===== src/hw/dpee_defines.svh =====
// Constants for the dual-port serial EEPROM slave front end
// Overview of operation
// - Both ports read at once in two-host mode
// - Write goes to port first showing first-byte LSB
// - Winner holds; other port refused until write done (a port losing a same-cycle tie is still acked; its write is dropped)
// - Start is data fall with clock high
// - Stop is data rise with clock high
// - Write data committed only at stop
// - Address byte 1010 000 plus read/write bit
// - Page write bumps only three low bits
// - Over eight bytes wrap and overwrite page
// - Current read after read returns n+1
// - Current read after write returns n
// - Nack then stop ends after one byte
// - Acked reads continue through 128-word bank
// - Nack stops data, wait stop, then standby
// - Two-host: port A low bank, B high bank
// - Monitor follows A or B by bank select in two-host mode, A in one-host
// - One-host: port A only, bank select picks bank
// - No acknowledge during internal write cycle (a port that lost a same-cycle tie keeps acknowledging its data bytes)
// - Write-protect low blocks all writes
// - Monitor outputs float when monitor enable low
// - Sample on clock rise, change after fall
`ifndef DPEE_DEFINES_SVH
`define DPEE_DEFINES_SVH
`define DPEE_DEV_TYPE 4'hA
`define DPEE_DEV_SEL 3'h0
`define DPEE_WRITE_US 5000
`define DPEE_CLK_MHZ 250
`define DPEE_WRITE_CYCLES (`DPEE_WRITE_US * `DPEE_CLK_MHZ)
`define DPEE_ERASED 8'hFF
`endif


===== src/hw/dpee_pkg.sv =====
// Types shared by the dual-port EEPROM slave files
package dpee_pkg;
   typedef enum logic [2:0] {
      DPEE_IDLE,
      DPEE_DEVADR,
      DPEE_WORDADR,
      DPEE_WDATA,
      DPEE_RDATA,
      DPEE_WAITSTOP
   } dpee_state_t;
   typedef struct packed {
      logic clock;
      logic data;
   } dpee_bus_t;
   typedef struct packed {
      logic [7:0] addr;
      logic [7:0] data;
   } dpee_wr_t;
endpackage


===== src/hw/dpee_mem.sv =====
// Two-bank byte memory with two registered read ports and a one-byte write port
`timescale 1ns/1ps
`include "dpee_defines.svh"
module dpee_mem import dpee_pkg::*; #(
   parameter int AW = 8
) (
   input wire logic core_clk, // Core clock
   input wire logic [AW-1:0] rd_a_addr, // Read address, port A
   output logic [7:0] rd_a_data, // Registered read data, port A
   input wire logic [AW-1:0] rd_b_addr, // Read address, port B
   output logic [7:0] rd_b_data, // Registered read data, port B
   input wire logic wr_en, // Write strobe
   input wire logic [AW-1:0] wr_addr, // Write address
   input wire logic [7:0] wr_data // Write data
);
   logic [7:0] mem [0:(1<<AW)-1];
   initial begin
      for (int i = 0; i < (1 << AW); i++) begin
         mem[i] = `DPEE_ERASED;
      end
   end
   always_ff @(posedge core_clk) begin
      if (wr_en) begin
         mem[wr_addr] <= wr_data;
      end
      rd_a_data <= mem[rd_a_addr];
      rd_b_data <= mem[rd_b_addr];
   end
endmodule


===== src/hw/dpee_port.sv =====
// One serial slave port engine, running on the core clock with synchronised pins
`timescale 1ns/1ps
`include "dpee_defines.svh"
module dpee_port import dpee_pkg::*; (
   input wire logic core_clk, // Core clock
   input wire logic rst, // Synchronous reset
   input wire logic bus_clock, // Raw serial clock pin
   input wire logic bus_data_in, // Raw serial data pin level
   output logic bus_data_oe, // Pull data low
   input wire logic enabled, // Port may take commands
   input wire logic blocked, // Other party owns the write path
   input wire logic wr_protect_n, // Low blocks writes
   output logic want_write, // Write command LSB seen
   input wire logic granted, // This port owns the write path
   output logic [6:0] rd_addr, // Word address to read
   input wire logic [7:0] rd_data, // Data at rd_addr
   output logic commit_req, // Stop ended a granted write
   output logic [6:0] page_addr, // Page base for commit
   output logic [7:0] page_mask, // Bytes received
   output logic [63:0] page_data, // Page bytes
   output logic busy // Between start and stop
);
   // ---------------------------------------------------------------
   // Pin synchronisers: 3 flops, change counts when 2nd and 3rd agree
   // ---------------------------------------------------------------
   logic [2:0] scl_s, sda_s;
   logic scl, sda, scl_d, sda_d;
   always_ff @(posedge core_clk) begin
      scl_s <= {scl_s[1:0], bus_clock};
      sda_s <= {sda_s[1:0], bus_data_in};
   end
   always_ff @(posedge core_clk) begin
      if (rst) begin
         scl <= 1'b1;
         sda <= 1'b1;
         scl_d <= 1'b1;
         sda_d <= 1'b1;
      end else begin
         if (scl_s[1] == scl_s[2]) scl <= scl_s[2];
         if (sda_s[1] == sda_s[2]) sda <= sda_s[2];
         scl_d <= scl;
         sda_d <= sda;
      end
   end
   wire scl_rise = scl & ~scl_d;
   wire scl_fall = ~scl & scl_d;
   wire start_det = scl & scl_d & sda_d & ~sda;
   wire stop_det = scl & scl_d & ~sda_d & sda;
   // ---------------------------------------------------------------
   // Byte engine
   // ---------------------------------------------------------------
   dpee_state_t state;
   logic [3:0] bitcnt;
   logic [7:0] shreg;
   logic [6:0] addr;
   logic ack_phase, rd_mode, got_data, wr_cmd;
   logic [7:0] tx;
   wire byte_done = scl_rise && bitcnt == 4'd7;
   wire [7:0] rx_byte = {shreg[6:0], sda};
   wire dev_match = rx_byte[7:1] == {`DPEE_DEV_TYPE, `DPEE_DEV_SEL};
   wire accept_dev = dev_match && enabled && !blocked;
   // Pointer moves before every byte but the first, so it rests on the last one written
   wire [2:0] wr_idx = got_data ? addr[2:0] + 3'd1 : addr[2:0];
   assign rd_addr = addr;
   assign busy = state != DPEE_IDLE;
   assign want_write = state == DPEE_DEVADR && bitcnt == 4'd7 && scl_rise && dev_match
                       && !sda && enabled && !blocked;
   always_ff @(posedge core_clk) begin
      if (rst) begin
         state <= DPEE_IDLE;
         bitcnt <= 4'd0;
         shreg <= 8'h00;
         addr <= 7'h00;
         ack_phase <= 1'b0;
         bus_data_oe <= 1'b0;
         rd_mode <= 1'b0;
         got_data <= 1'b0;
         wr_cmd <= 1'b0;
         tx <= 8'h00;
         commit_req <= 1'b0;
         page_addr <= 7'h00;
         page_mask <= 8'h00;
         page_data <= 64'h0;
      end else begin
         commit_req <= 1'b0;
         if (start_det) begin
            state <= DPEE_DEVADR;
            bitcnt <= 4'd0;
            ack_phase <= 1'b0;
            bus_data_oe <= 1'b0;
            wr_cmd <= 1'b0;
         end else if (stop_det) begin
            if (wr_cmd && got_data && granted && wr_protect_n) begin
               commit_req <= 1'b1;
            end
            state <= DPEE_IDLE;
            bus_data_oe <= 1'b0;
            got_data <= 1'b0;
            wr_cmd <= 1'b0;
            ack_phase <= 1'b0;
         end else if (state != DPEE_IDLE && state != DPEE_WAITSTOP) begin
            if (!ack_phase && scl_rise) begin
               shreg <= rx_byte;
               bitcnt <= bitcnt + 4'd1;
            end
            if (byte_done) begin
               ack_phase <= 1'b1;
               bitcnt <= 4'd0;
               unique case (state)
                  DPEE_DEVADR: begin
                     rd_mode <= rx_byte[0];
                     if (!accept_dev) state <= DPEE_WAITSTOP;
                     else if (!rx_byte[0]) wr_cmd <= 1'b1;
                  end
                  DPEE_WORDADR: begin
                     addr <= rx_byte[6:0];
                     page_addr <= {rx_byte[6:3], 3'b000};
                     page_mask <= 8'h00;
                     got_data <= 1'b0;
                  end
                  DPEE_WDATA: begin
                     addr <= {addr[6:3], wr_idx};
                     page_data[wr_idx*8 +: 8] <= rx_byte;
                     page_mask[wr_idx] <= 1'b1;
                     got_data <= 1'b1;
                  end
                  // Master answers a read byte on the ninth clock
                  DPEE_RDATA: ;
                  default: state <= DPEE_WAITSTOP;
               endcase
            end
            if (ack_phase && scl_rise) begin
               ack_phase <= 1'b0;
               unique case (state)
                  DPEE_DEVADR: state <= rd_mode ? DPEE_RDATA : DPEE_WORDADR;
                  DPEE_WORDADR: state <= DPEE_WDATA;
                  DPEE_RDATA: begin
                     addr <= addr + 7'd1;
                     if (sda) state <= DPEE_WAITSTOP;
                  end
                  default: ;
               endcase
            end
            if (scl_fall && ack_phase) begin
               bus_data_oe <= state != DPEE_RDATA;
            end else if (scl_fall && bitcnt == 4'd0) begin
               tx <= rd_data;
               bus_data_oe <= state == DPEE_RDATA && !rd_data[7];
            end else if (scl_fall && state == DPEE_RDATA) begin
               bus_data_oe <= ~tx[3'd7 - bitcnt[2:0]];
            end
         end
      end
   end
   AST_NO_ACK_IDLE: assert property (@(posedge core_clk) disable iff (rst)
      state == DPEE_IDLE && !start_det |=> !bus_data_oe)
      else $error("data driven while idle");
   AST_STOP_IDLE: assert property (@(posedge core_clk) disable iff (rst)
      stop_det |=> state == DPEE_IDLE && !bus_data_oe)
      else $error("stop not honoured");
   AST_COMMIT_STOP: assert property (@(posedge core_clk) disable iff (rst)
      commit_req |-> $past(stop_det) && $past(granted))
      else $error("commit without stop");
   AST_NO_WP_COMMIT: assert property (@(posedge core_clk) disable iff (rst)
      commit_req |-> $past(wr_protect_n))
      else $error("commit while protected");
   AST_PAGE_UPPER: assert property (@(posedge core_clk) disable iff (rst)
      state == DPEE_WDATA && $past(state) == DPEE_WDATA |-> addr[6:3] == $past(addr[6:3]))
      else $error("page upper bits moved");
   AST_BLOCKED_NOACK: assert property (@(posedge core_clk) disable iff (rst)
      state == DPEE_DEVADR && byte_done && blocked |=> state == DPEE_WAITSTOP)
      else $error("blocked port accepted");
   AST_NACK_STOPS: assert property (@(posedge core_clk) disable iff (rst)
      state == DPEE_RDATA && ack_phase && scl_rise && sda && !start_det && !stop_det
      |=> state == DPEE_WAITSTOP)
      else $error("nack ignored");
   AST_WAIT_QUIET: assert property (@(posedge core_clk) disable iff (rst)
      state == DPEE_WAITSTOP && $past(state) == DPEE_WAITSTOP |-> !bus_data_oe)
      else $error("talks while waiting for stop");
   COV_WRITE: cover property (@(posedge core_clk) commit_req);
   COV_READ: cover property (@(posedge core_clk) state == DPEE_RDATA && byte_done);
   COV_NACK: cover property (@(posedge core_clk) state == DPEE_WAITSTOP);
endmodule


===== src/hw/dpee_top.sv =====
// Dual-port serial EEPROM slave: two host ports, arbitration, commit, monitor
`timescale 1ns/1ps
`include "dpee_defines.svh"
module dpee_top import dpee_pkg::*; #(
   parameter int WRITE_CYCLES = `DPEE_WRITE_CYCLES
) (
   input wire logic core_clk, // Core clock, 250 MHz
   input wire logic rst, // Synchronous reset, active high
   input wire logic host_a_clock, // Host port A clock pin
   input wire logic host_a_data_in, // Host port A data pin level
   output logic host_a_data_out, // Host port A data drive value (always 0)
   output logic host_a_data_oe, // Host port A pull low
   input wire logic host_b_clock, // Host port B clock pin
   input wire logic host_b_data_in, // Host port B data pin level
   output logic host_b_data_out, // Host port B data drive value (always 0)
   output logic host_b_data_oe, // Host port B pull low
   input wire logic port_mode_pin, // Low two-host, high one-host
   input wire logic bank_select_input, // Monitor port or bank select
   input wire logic write_protect_n, // Low blocks writes
   input wire logic monitor_enable_input, // Monitor pass-through enable
   output logic passthrough_clock_out, // Monitor clock value
   output logic passthrough_clock_oe, // Monitor clock drive enable
   output logic passthrough_data_out, // Monitor data value
   output logic passthrough_data_oe, // Monitor data drive enable
   output logic write_busy // Internal write cycle running
);
   // ---------------------------------------------------------------
   // Mode and bank decode
   // ---------------------------------------------------------------
   wire dual = !port_mode_pin;
   wire a_bank = dual ? 1'b0 : bank_select_input;
   wire b_en = dual;
   logic a_want, b_want, a_commit, b_commit, a_busy, b_busy;
   logic [6:0] a_rd, b_rd, a_pg, b_pg;
   logic [7:0] a_rdat, b_rdat, a_msk, b_msk;
   logic [63:0] a_pdat, b_pdat;
   logic owner_a, owner_b;
   logic [$clog2(WRITE_CYCLES+1)-1:0] wcnt;
   logic [2:0] widx;
   logic writing;
   logic commit_bank;
   logic [6:0] commit_pg;
   logic [7:0] commit_msk;
   logic [63:0] commit_dat;
   // ---------------------------------------------------------------
   // Write arbitration: first LSB wins; A wins a tie
   // ---------------------------------------------------------------
   always_ff @(posedge core_clk) begin
      if (rst) begin
         owner_a <= 1'b0;
         owner_b <= 1'b0;
      end else if (writing && wcnt == '0 && widx == 3'd7) begin
         owner_a <= 1'b0;
         owner_b <= 1'b0;
      end else if (!writing && !owner_a && !owner_b) begin
         if (a_want) owner_a <= 1'b1;
         else if (b_want) owner_b <= 1'b1;
      end else if (!writing && owner_a && !a_busy && !a_commit) begin
         owner_a <= 1'b0;
      end else if (!writing && owner_b && !b_busy && !b_commit) begin
         owner_b <= 1'b0;
      end
   end
   // ---------------------------------------------------------------
   // Internal write cycle: one byte per entry, then timed wait
   // ---------------------------------------------------------------
   always_ff @(posedge core_clk) begin
      if (rst) begin
         writing <= 1'b0;
         wcnt <= '0;
         widx <= 3'd0;
         commit_bank <= 1'b0;
         commit_pg <= 7'h00;
         commit_msk <= 8'h00;
         commit_dat <= 64'h0;
      end else if (!writing && (a_commit || b_commit)) begin
         writing <= 1'b1;
         wcnt <= ($clog2(WRITE_CYCLES+1))'(WRITE_CYCLES);
         widx <= 3'd0;
         commit_bank <= a_commit ? a_bank : 1'b1;
         commit_pg <= a_commit ? a_pg : b_pg;
         commit_msk <= a_commit ? a_msk : b_msk;
         commit_dat <= a_commit ? a_pdat : b_pdat;
      end else if (writing) begin
         if (widx != 3'd7) widx <= widx + 3'd1;
         if (wcnt != '0) wcnt <= wcnt - 1'b1;
         else if (widx == 3'd7) writing <= 1'b0;
      end
   end
   assign write_busy = writing;
   wire mem_we = writing && wcnt == ($clog2(WRITE_CYCLES+1))'(WRITE_CYCLES) - widx
                 && commit_msk[widx];
   dpee_mem #(.AW(8)) u_mem (
      .core_clk(core_clk),
      .rd_a_addr({a_bank, a_rd}),
      .rd_a_data(a_rdat),
      .rd_b_addr({1'b1, b_rd}),
      .rd_b_data(b_rdat),
      .wr_en(mem_we),
      .wr_addr({commit_bank, commit_pg[6:3], widx}),
      .wr_data(commit_dat[widx*8 +: 8])
   );
   // ---------------------------------------------------------------
   // Port engines; both read in two-host mode, refused while the other owns the write path or a write cycle runs
   // ---------------------------------------------------------------
   dpee_port u_port_a (
      .core_clk(core_clk),
      .rst(rst),
      .bus_clock(host_a_clock),
      .bus_data_in(host_a_data_in),
      .bus_data_oe(host_a_data_oe),
      .enabled(1'b1),
      .blocked(writing || owner_b),
      .wr_protect_n(write_protect_n),
      .want_write(a_want),
      .granted(owner_a),
      .rd_addr(a_rd),
      .rd_data(a_rdat),
      .commit_req(a_commit),
      .page_addr(a_pg),
      .page_mask(a_msk),
      .page_data(a_pdat),
      .busy(a_busy)
   );
   dpee_port u_port_b (
      .core_clk(core_clk),
      .rst(rst),
      .bus_clock(host_b_clock),
      .bus_data_in(host_b_data_in),
      .bus_data_oe(host_b_data_oe),
      .enabled(b_en),
      .blocked(writing || owner_a),
      .wr_protect_n(write_protect_n),
      .want_write(b_want),
      .granted(owner_b),
      .rd_addr(b_rd),
      .rd_data(b_rdat),
      .commit_req(b_commit),
      .page_addr(b_pg),
      .page_mask(b_msk),
      .page_data(b_pdat),
      .busy(b_busy)
   );
   assign host_a_data_out = 1'b0;
   assign host_b_data_out = 1'b0;
   // ---------------------------------------------------------------
   // Monitor pass-through: a switch, so combinational on raw pins
   // ---------------------------------------------------------------
   wire mon_b = dual && bank_select_input;
   assign passthrough_clock_out = mon_b ? host_b_clock : host_a_clock;
   assign passthrough_data_out = mon_b ? host_b_data_in : host_a_data_in;
   assign passthrough_clock_oe = monitor_enable_input;
   assign passthrough_data_oe = monitor_enable_input;
   AST_ONE_OWNER: assert property (@(posedge core_clk) disable iff (rst)
      !(owner_a && owner_b))
      else $error("two write owners");
   AST_B_IDLE_SINGLE: assert property (@(posedge core_clk) disable iff (rst)
      port_mode_pin && $past(port_mode_pin) |-> !owner_b || $past(owner_b))
      else $error("port B won write in one-host mode");
   AST_MON_ENABLE: assert property (@(posedge core_clk) disable iff (rst)
      passthrough_data_oe == monitor_enable_input)
      else $error("monitor enable wrong");
   COV_BOTH_BUSY: cover property (@(posedge core_clk) a_busy && b_busy);
   COV_WRITE_END: cover property (@(posedge core_clk) $fell(writing));
endmodule


===== config.mk =====
export PLATFORM = sky130hd
export DESIGN_NAME = dpee_top
export DESIGN_NICKNAME = d
export VERILOG_FILES = /design/src/hw/dpee_pkg.sv /design/src/hw/dpee_mem.sv /design/src/hw/dpee_port.sv /design/src/hw/dpee_top.sv
export VERILOG_INCLUDE_DIRS = /design/src /design/src/hw
export SDC_FILE = /design/constraint.sdc
export NUM_CORES = 2
export LEC_CHECK = 0
export BUFFER_PORTS_ARGS = -buffer_cell sky130_fd_sc_hd__buf_4
export CAP_MARGIN = 20
export CORE_UTILIZATION = 55
export CTS_BUF_LIST = sky130_fd_sc_hd__clkbuf_16
export CTS_CLUSTER_SIZE = 8
export DETAILED_ROUTE_END_ITERATION = 16
export PLACE_DENSITY = 0.7
export SYNTH_ARGS = -nofsm -noshare
export SYNTH_HDL_FRONTEND = slang
export SYNTH_SLANG_ARGS = --single-unit

===== constraint.sdc =====
create_clock -name core_clk -period 6.7 [get_ports core_clk]
set_clock_uncertainty 0.15 [all_clocks]
set_input_delay 1.34 -clock core_clk [delete_from_list [all_inputs] [get_ports core_clk]]
set_output_delay 1.34 -clock core_clk [all_outputs]
set_load 0.01 [all_outputs]

### Word level (Yosys, flattened, before mapping)

Memory sizes are Yosys's and may differ from the RTL's. A register that Yosys moved wholly into a read port is not among the register bits.
Index checks and enable logic that the tools add are counted.

| operators by class | value |
|---|---|
| $add $sub $neg | 13 |
| multiply operators | 0 |
| div/mod/pow operators | 0 |
| $lt $le $gt $ge | 7 |
| equal/unequal tests | 27 |
| shifts and indexed selects | 5 |
| mux-type cells | 92 |
| bitwise operators | 32 |
| reductions and logical operators | 136 |

Operators with widths:

| cell | count |
|---|---|
| 64-bit bitwise mux | 2 |
| 8-bit by 34-bit variable shift with 64-bit output (first input constant) | 2 |
| 8-bit by 34-bit indexed part select with 64-bit output | 2 |
| 6-bit negation with 34-bit output | 2 |
| 64-bit two-way mux | 1 |
| 64-bit by 7-bit indexed part select with 8-bit output | 1 |
| 21-bit two-way mux | 3 |
| 5-bit AND reduction | 12 |
| 1-bit logical AND | 52 |
| 7-bit two-way mux | 7 |
| 1-bit two-way mux | 47 |
| 3-bit two-way mux | 12 |
| 8-bit case mux with 2 select lines | 2 |
| 7-bit case mux with 2 select lines | 2 |
| 2-bit nonzero test | 14 |
| 3-bit nonzero test | 8 |
| 21-bit equality test | 1 |
| 21-bit logical NOT | 1 |
| 21-bit nonzero test | 1 |
| 21-bit by 1-bit subtractor with 21-bit output (second input constant) | 1 |
| 21-bit by 3-bit subtractor with 21-bit output (first input constant) | 1 |
| 3-bit by 4-bit less-than comparator with 1-bit output (second input constant) | 5 |
| 4-bit AND reduction | 5 |
| 3-bit case mux with 3 select lines | 2 |
| 29 further kinds | 126 |

| word-level totals | value |
|---|---|
| bits in registers | 349 |
| bits in latches | 0 |
| RAM bits | 2,048 |
| memory bits (read-only) | 0 |
| bits of input ports | 10 |
| output and inout port bits | 9 |
| logic and storage cells | 365 |
| memories | 1 |

Memory list:

| name | depth | width | read ports | clocked after memory_dff | write ports | RTL line | source |
|---|---|---|---|---|---|---|---|
| u_mem.mem | 256 | 8 | 2 | 2 | 1 | dpee_mem.sv:16 | `logic [7:0] mem [0:(1<<AW)-1];` |

### Longest topological paths before layout

| logic depth | value |
|---|---|
| depth in word-level cells | 12 |
| depth in mapped cells | 12 |
| gate-level depth less buffers | 11 |

### Cells and area by module

From an unflattened synthesis, not the netlist that was laid out.

| second synthesis, totals | value |
|---|---|
| cells, all modules | 6,894 |
| area total of the unflattened synthesis | 112,142.6 sq um |

By module, submodules not included:

| module | instances | cells each | area each (sq um) | sequential area each (sq um) |
|---|---|---|---|---|
| dpee_mem | 1 | 5,116 | 96,059.6 | 61,819.3 |
| dpee_top | 1 | 585 | 5,470.2 | 2,082.0 |
| dpee_port at u_port_a | 1 | 592 | 5,322.6 | 2,422.3 |
| dpee_port at u_port_b | 1 | 601 | 5,290.1 | 2,422.3 |

### Worst setup path before layout

OpenSTA, ideal clock, no wires.

| path | value |
|---|---|
| kind | register to register |
| start point | reg widx[0] |
| end point | mem u_mem.mem[0][0] (data pin) |
| setup time | 822 ps |
| arrival time | 4,874 ps |
| required time | 5,728 ps |
| path slack | 854 ps |
| cell stages (with the launch flop) | 6 |
| path buffers | 2 |
| period minus slack after synthesis | 5,846 ps |
| cell sequence | dfxtp_1 > buf_1 > buf_1 > mux4_2 > nand2_1 > nand2_1 |

| on the way | value |
|---|---|
| longest elaborated chain between the ends | 1 |

RTL lines:

| what | RTL line | source |
|---|---|---|
| start, declared | dpee_top.sv:39 | `logic [2:0] widx;` |
| start signal, assigned | dpee_top.sv:85 | `if (widx != 3'd7) widx <= widx + 3'd1;` |
| 64-bit by 7-bit indexed part select with 8-bit output | dpee_top.sv:101 | `.wr_data(commit_dat[widx*8 +: 8])` |
| named net u_mem.wr_data[0] | dpee_mem.sv:14 | `input wire logic [7:0] wr_data` |
| end, declared | dpee_mem.sv:16 |  |

The timed path passes the listed nets, and every way through them passes these cells.

### Worst setup path after layout

| path | value |
|---|---|
| start point | reg widx[0] |
| end point | mem u_mem.mem[148][0] (enable) |

| on the way | value |
|---|---|
| longest elaborated chain between the ends | 6 |
| elaborated cells between the ends (all ways) | 8 |
| those cells by class | add/sub (1); eq/ne (1); mux (4); reduce/logical (2) |

RTL lines:

| what | RTL line | source |
|---|---|---|
| 21-bit by 3-bit subtractor with 21-bit output | dpee_top.sv:91 | `wire mem_we = writing && wcnt == ($clog2(WRITE_CYCLES+1))'(WRITE_CYCLES) - widx` |
| 21-bit equality test | dpee_top.sv:91 |  |
| 1-bit logical AND | dpee_top.sv:91 |  |
| 1-bit logical AND | dpee_top.sv:92 | `&& commit_msk[widx];` |
| 1-bit two-way mux | dpee_mem.sv:23 | `if (wr_en) begin` |
| 1-bit two-way mux (not written as such) | dpee_mem.sv:24 | `mem[wr_addr] <= wr_data;` |

Parallel ways exist; a longest one is shown, timed or not. The select of a mux whose other input is x is not followed.

==> metrics <==
die height=435 um; Die Wd=about 440 um; Yosys warnings=0; CTS tree=yes; GRT Total Usage=32.8%; share of the synthesized area in the top cell type=between 50 and 60%; Pint=25500 uW; Min Clock Period, post-route=between 5000 and 6000 ps; switching share of power=a little under 20%; total congestion overflow=0; Post-Layout Cell Count=8661; power per standard cell area=approximately 270 nW/um^2; Hold Path Cell Cnt=0; # IOs=19; FMAX=0.199 GHz; Vias/cell=7.10; RSZ-0062 raised after global routing=no; H-tree Lvls=5; Area growth syn-to-layout=11.8%; routed via count=roughly 60000; length of the first detailed-routing pass in iterations=9; initial core utilization=a little under three fifths; outcome=complete, no violations; DRC=0; #FFs+latches synth=2410; worst skew pair latency=roughly 1000 ps; Worst Tran Pin Value=approximately 1400 ps; startpoint types=flop; Post-synth EDFFs=2048; CP max FO=16; die area=189000 sq um; root buffer cell=clkbuf_16; GP Congestion=slightly below 1; CP Buf/Inv Count=2; dpl hpwl=between 150000 and 200000 um; DP Cell Count=around 8000; switching power=roughly 6100 uW; vias in the first global route=between 60000 and 70000; Post-synth top flop=edfxtp_1; r2r endpoint=u_mem.mem[148][0]$_DFFE_PP_; initial antenna violation count=8; Slew headroom=approximately 4.6%; Post-Syn Area per Cell=17.1 sq um; CTS clk-pin slew, worst paths=about 50 ps; Cells after Synth=about 6000; Reg-to-Reg Start=widx[0]$_SDFFE_PP0P_; setup_tns=0 ps; Flop pwr share=51.0%; Synth top cells by count=edfxtp_1, mux4_2, nor2_1; crit share post-route=75.1%; Routed WL=311000 um; antenna-violating nets left=0; Critical Path Slowest Stage Cell=nor2_1; post-CTS sizing=0; CP Capture Type=flop; Cell variety after synth=between 70 and 80; nets=6130; core area=~190000 sq um; LEAKAGE=between 0.03 and 0.04 uW; WP depth=10; Arr. time, crit path=about 5400 ps; worst-case hold path end point=u_port_a.scl_s[1]$_DFF_P_; Synth area leaders=edfxtp_1, mux4_2, dfxtp_1; post-CTS setup buffers=0; hold path start=u_port_a.scl_s[0]$_DFF_P_; Hold Path Class=flop to flop; max_cap viols=0; Setup-failing EPs final=0; top-count cell post-synth=edfxtp_1; CTS buffer count=~350; largest net degree at the start of global routing=around 220; Longest Clk Path Bufs=4; Cell Area, Synth=just over 100000 sq um; CP most frequent cell=ha_1; first-pass GRT wire length=~440000 um; worst-path cell chain=inv_1, ha_1, ha_1, xor2_1, or4_1, a2111oi_4, buf_6, and3b_1, nand2_1, nor2_1; Max VDD drop=roughly 0.00027 V; reg2reg path depth=10; reg-to-reg setup timing slack=between 1500 and 2000 ps; area leader, netlist=edfxtp_1; # port buffers=13; CTS sink count=~2400; site row count=about 160; Clk pwr share=roughly half; WS Path Type=flop to flop; hold_buf cts=0; ys async rst share=0%; Slowest Stage Delay on Critical Path=roughly 800 ps; critical path's top delay family=simple AND/OR/NAND/NOR gates; WL/cell=about 36 um; Seq/Total Area, Yosys=approximately 67%; 1st-iter DRT viols=9095; Final Hold Violating Endpoints=0; Req. time, crit path=slightly above 7000 ps; Final Max Tran Viols=0; share of layout cells above drive strength 1=roughly 23%; FILL cells=between 10000 and 15000; Comb power frac=0.3%
==> placed cells by master, fill, tap and decap left out, types with 81 or more instances in the layout <==
cell type,count
a21oi_1,158
clkbuf_16,358
inv_1,87
mux4_2,742
mux2i_1,452
buf_4,131
nand3_1,81
edfxtp_1,2048
nand2_1,212
dfxtp_1,350
nor2_1,590
a211oi_1,107
==> flip-flops by register name (all words and copies together), names as in the netlist, 7 cells and up <==
| name | count |
|---|---|
| u_mem.rd_a_data | 8 |
| u_port_a.tx | 8 |
| u_mem.rd_b_data | 8 |
| u_mem.mem | 2048 |
| u_port_b.tx | 8 |
| u_port_a.page_data | 64 |
| u_port_b.shreg | 7 |
| u_port_b.page_mask | 8 |
| wcnt | 21 |
| u_port_b.page_data | 64 |
| commit_msk | 8 |
| u_port_b.rd_addr | 7 |
| commit_dat | 64 |
| u_port_a.rd_addr | 7 |
| u_port_a.page_mask | 8 |
| u_port_a.shreg | 7 |
==> worst max-delay path by stage <==
| stage | start | to | slack (ps) |
|---|---|---|---|
| 4_1_cts | widx[0]$_SDFFE_PP0P_ | u_mem.mem[151][6]$_DFFE_PP_ | 1340 |
| 3_5_place_dp | widx[0]$_SDFFE_PP0P_ | u_mem.mem[150][1]$_DFFE_PP_ | 1350 |
| 5_1_grt | widx[0]$_SDFFE_PP0P_ | u_mem.mem[145][2]$_DFFE_PP_ | 1620 |
| 3_3_place_gp | widx[0]$_SDFFE_PP0P_ | u_mem.mem[155][1]$_DFFE_PP_ | 1270 |
| 2_1_floorplan | widx[0]$_SDFFE_PP0P_ | u_mem.mem[0][0]$_DFFE_PP_ | 850 |
| 6_report | widx[0]$_SDFFE_PP0P_ | u_mem.mem[148][0]$_DFFE_PP_ | 1670 |
==> power by group through the flow <==
stage               combinational (uW)  sequential (uW)  clock [uW]
floorplan                         62.7            16400           0
finish                            90.5            16100       15400
global route                      97.3            16100       16000
detailed placement                89.1            16400           0
global placement                  87.6            16400           0
CTS                               89.3            16100       15500
==> cells by family after synthesis <==
family | synth area share [%]
AO/OA/AOI/OAI | 4.68
XOR/XNOR | 0.255
adder cells (fa/ha/maj) | 0.206
buffers and inverters | 2.08
flip-flops | 66.6
multiplexers | 21.1
other | 0.00363
AND/OR/NAND/NOR | 5.10
==> layer usage <==
metal	routed length [um]	vias up	GRT usage [%]
li1	-	24500	-
met4	17200	4	16.4
met5	27	-	0
met3	41000	825	10.0
met2	139000	4723	47.9
met1	114000	31400	44.9
==> per-stage QoR <==
step / worst slack, ps / hold WS (ps) / utilization, % / power [uW] / instance area, sq um
2_1_floorplan: 854 / 160 / - / 16400 / 103000
3_3_place_gp: 1270 / 168 / 57.0 / 16500 / 106000
3_5_place_dp: 1350 / 164 / 57.0 / 16500 / 106000
4_1_cts: 1340 / 181 / 62.0 / 31600 / 115000
5_1_grt: 1620 / 189 / 62.1 / 32200 / 115000
6_report: 1670 / 177 / 62.1 / 31500 / 115000
==> cell type report <==
type,instances,area [sq um],area share (%)
multi-input combinational,3147,32500,28.2
antenna,9,22.5,0.0195
inverter,34,129,0.112
timing repair buffer,158,1550,1.34
tap,2480,3100,2.69
sequential,2410,68800,59.6
clock buffer,358,8960,7.77
clock inverter,65,308,0.267
Power figures use the tool's default switching activity.
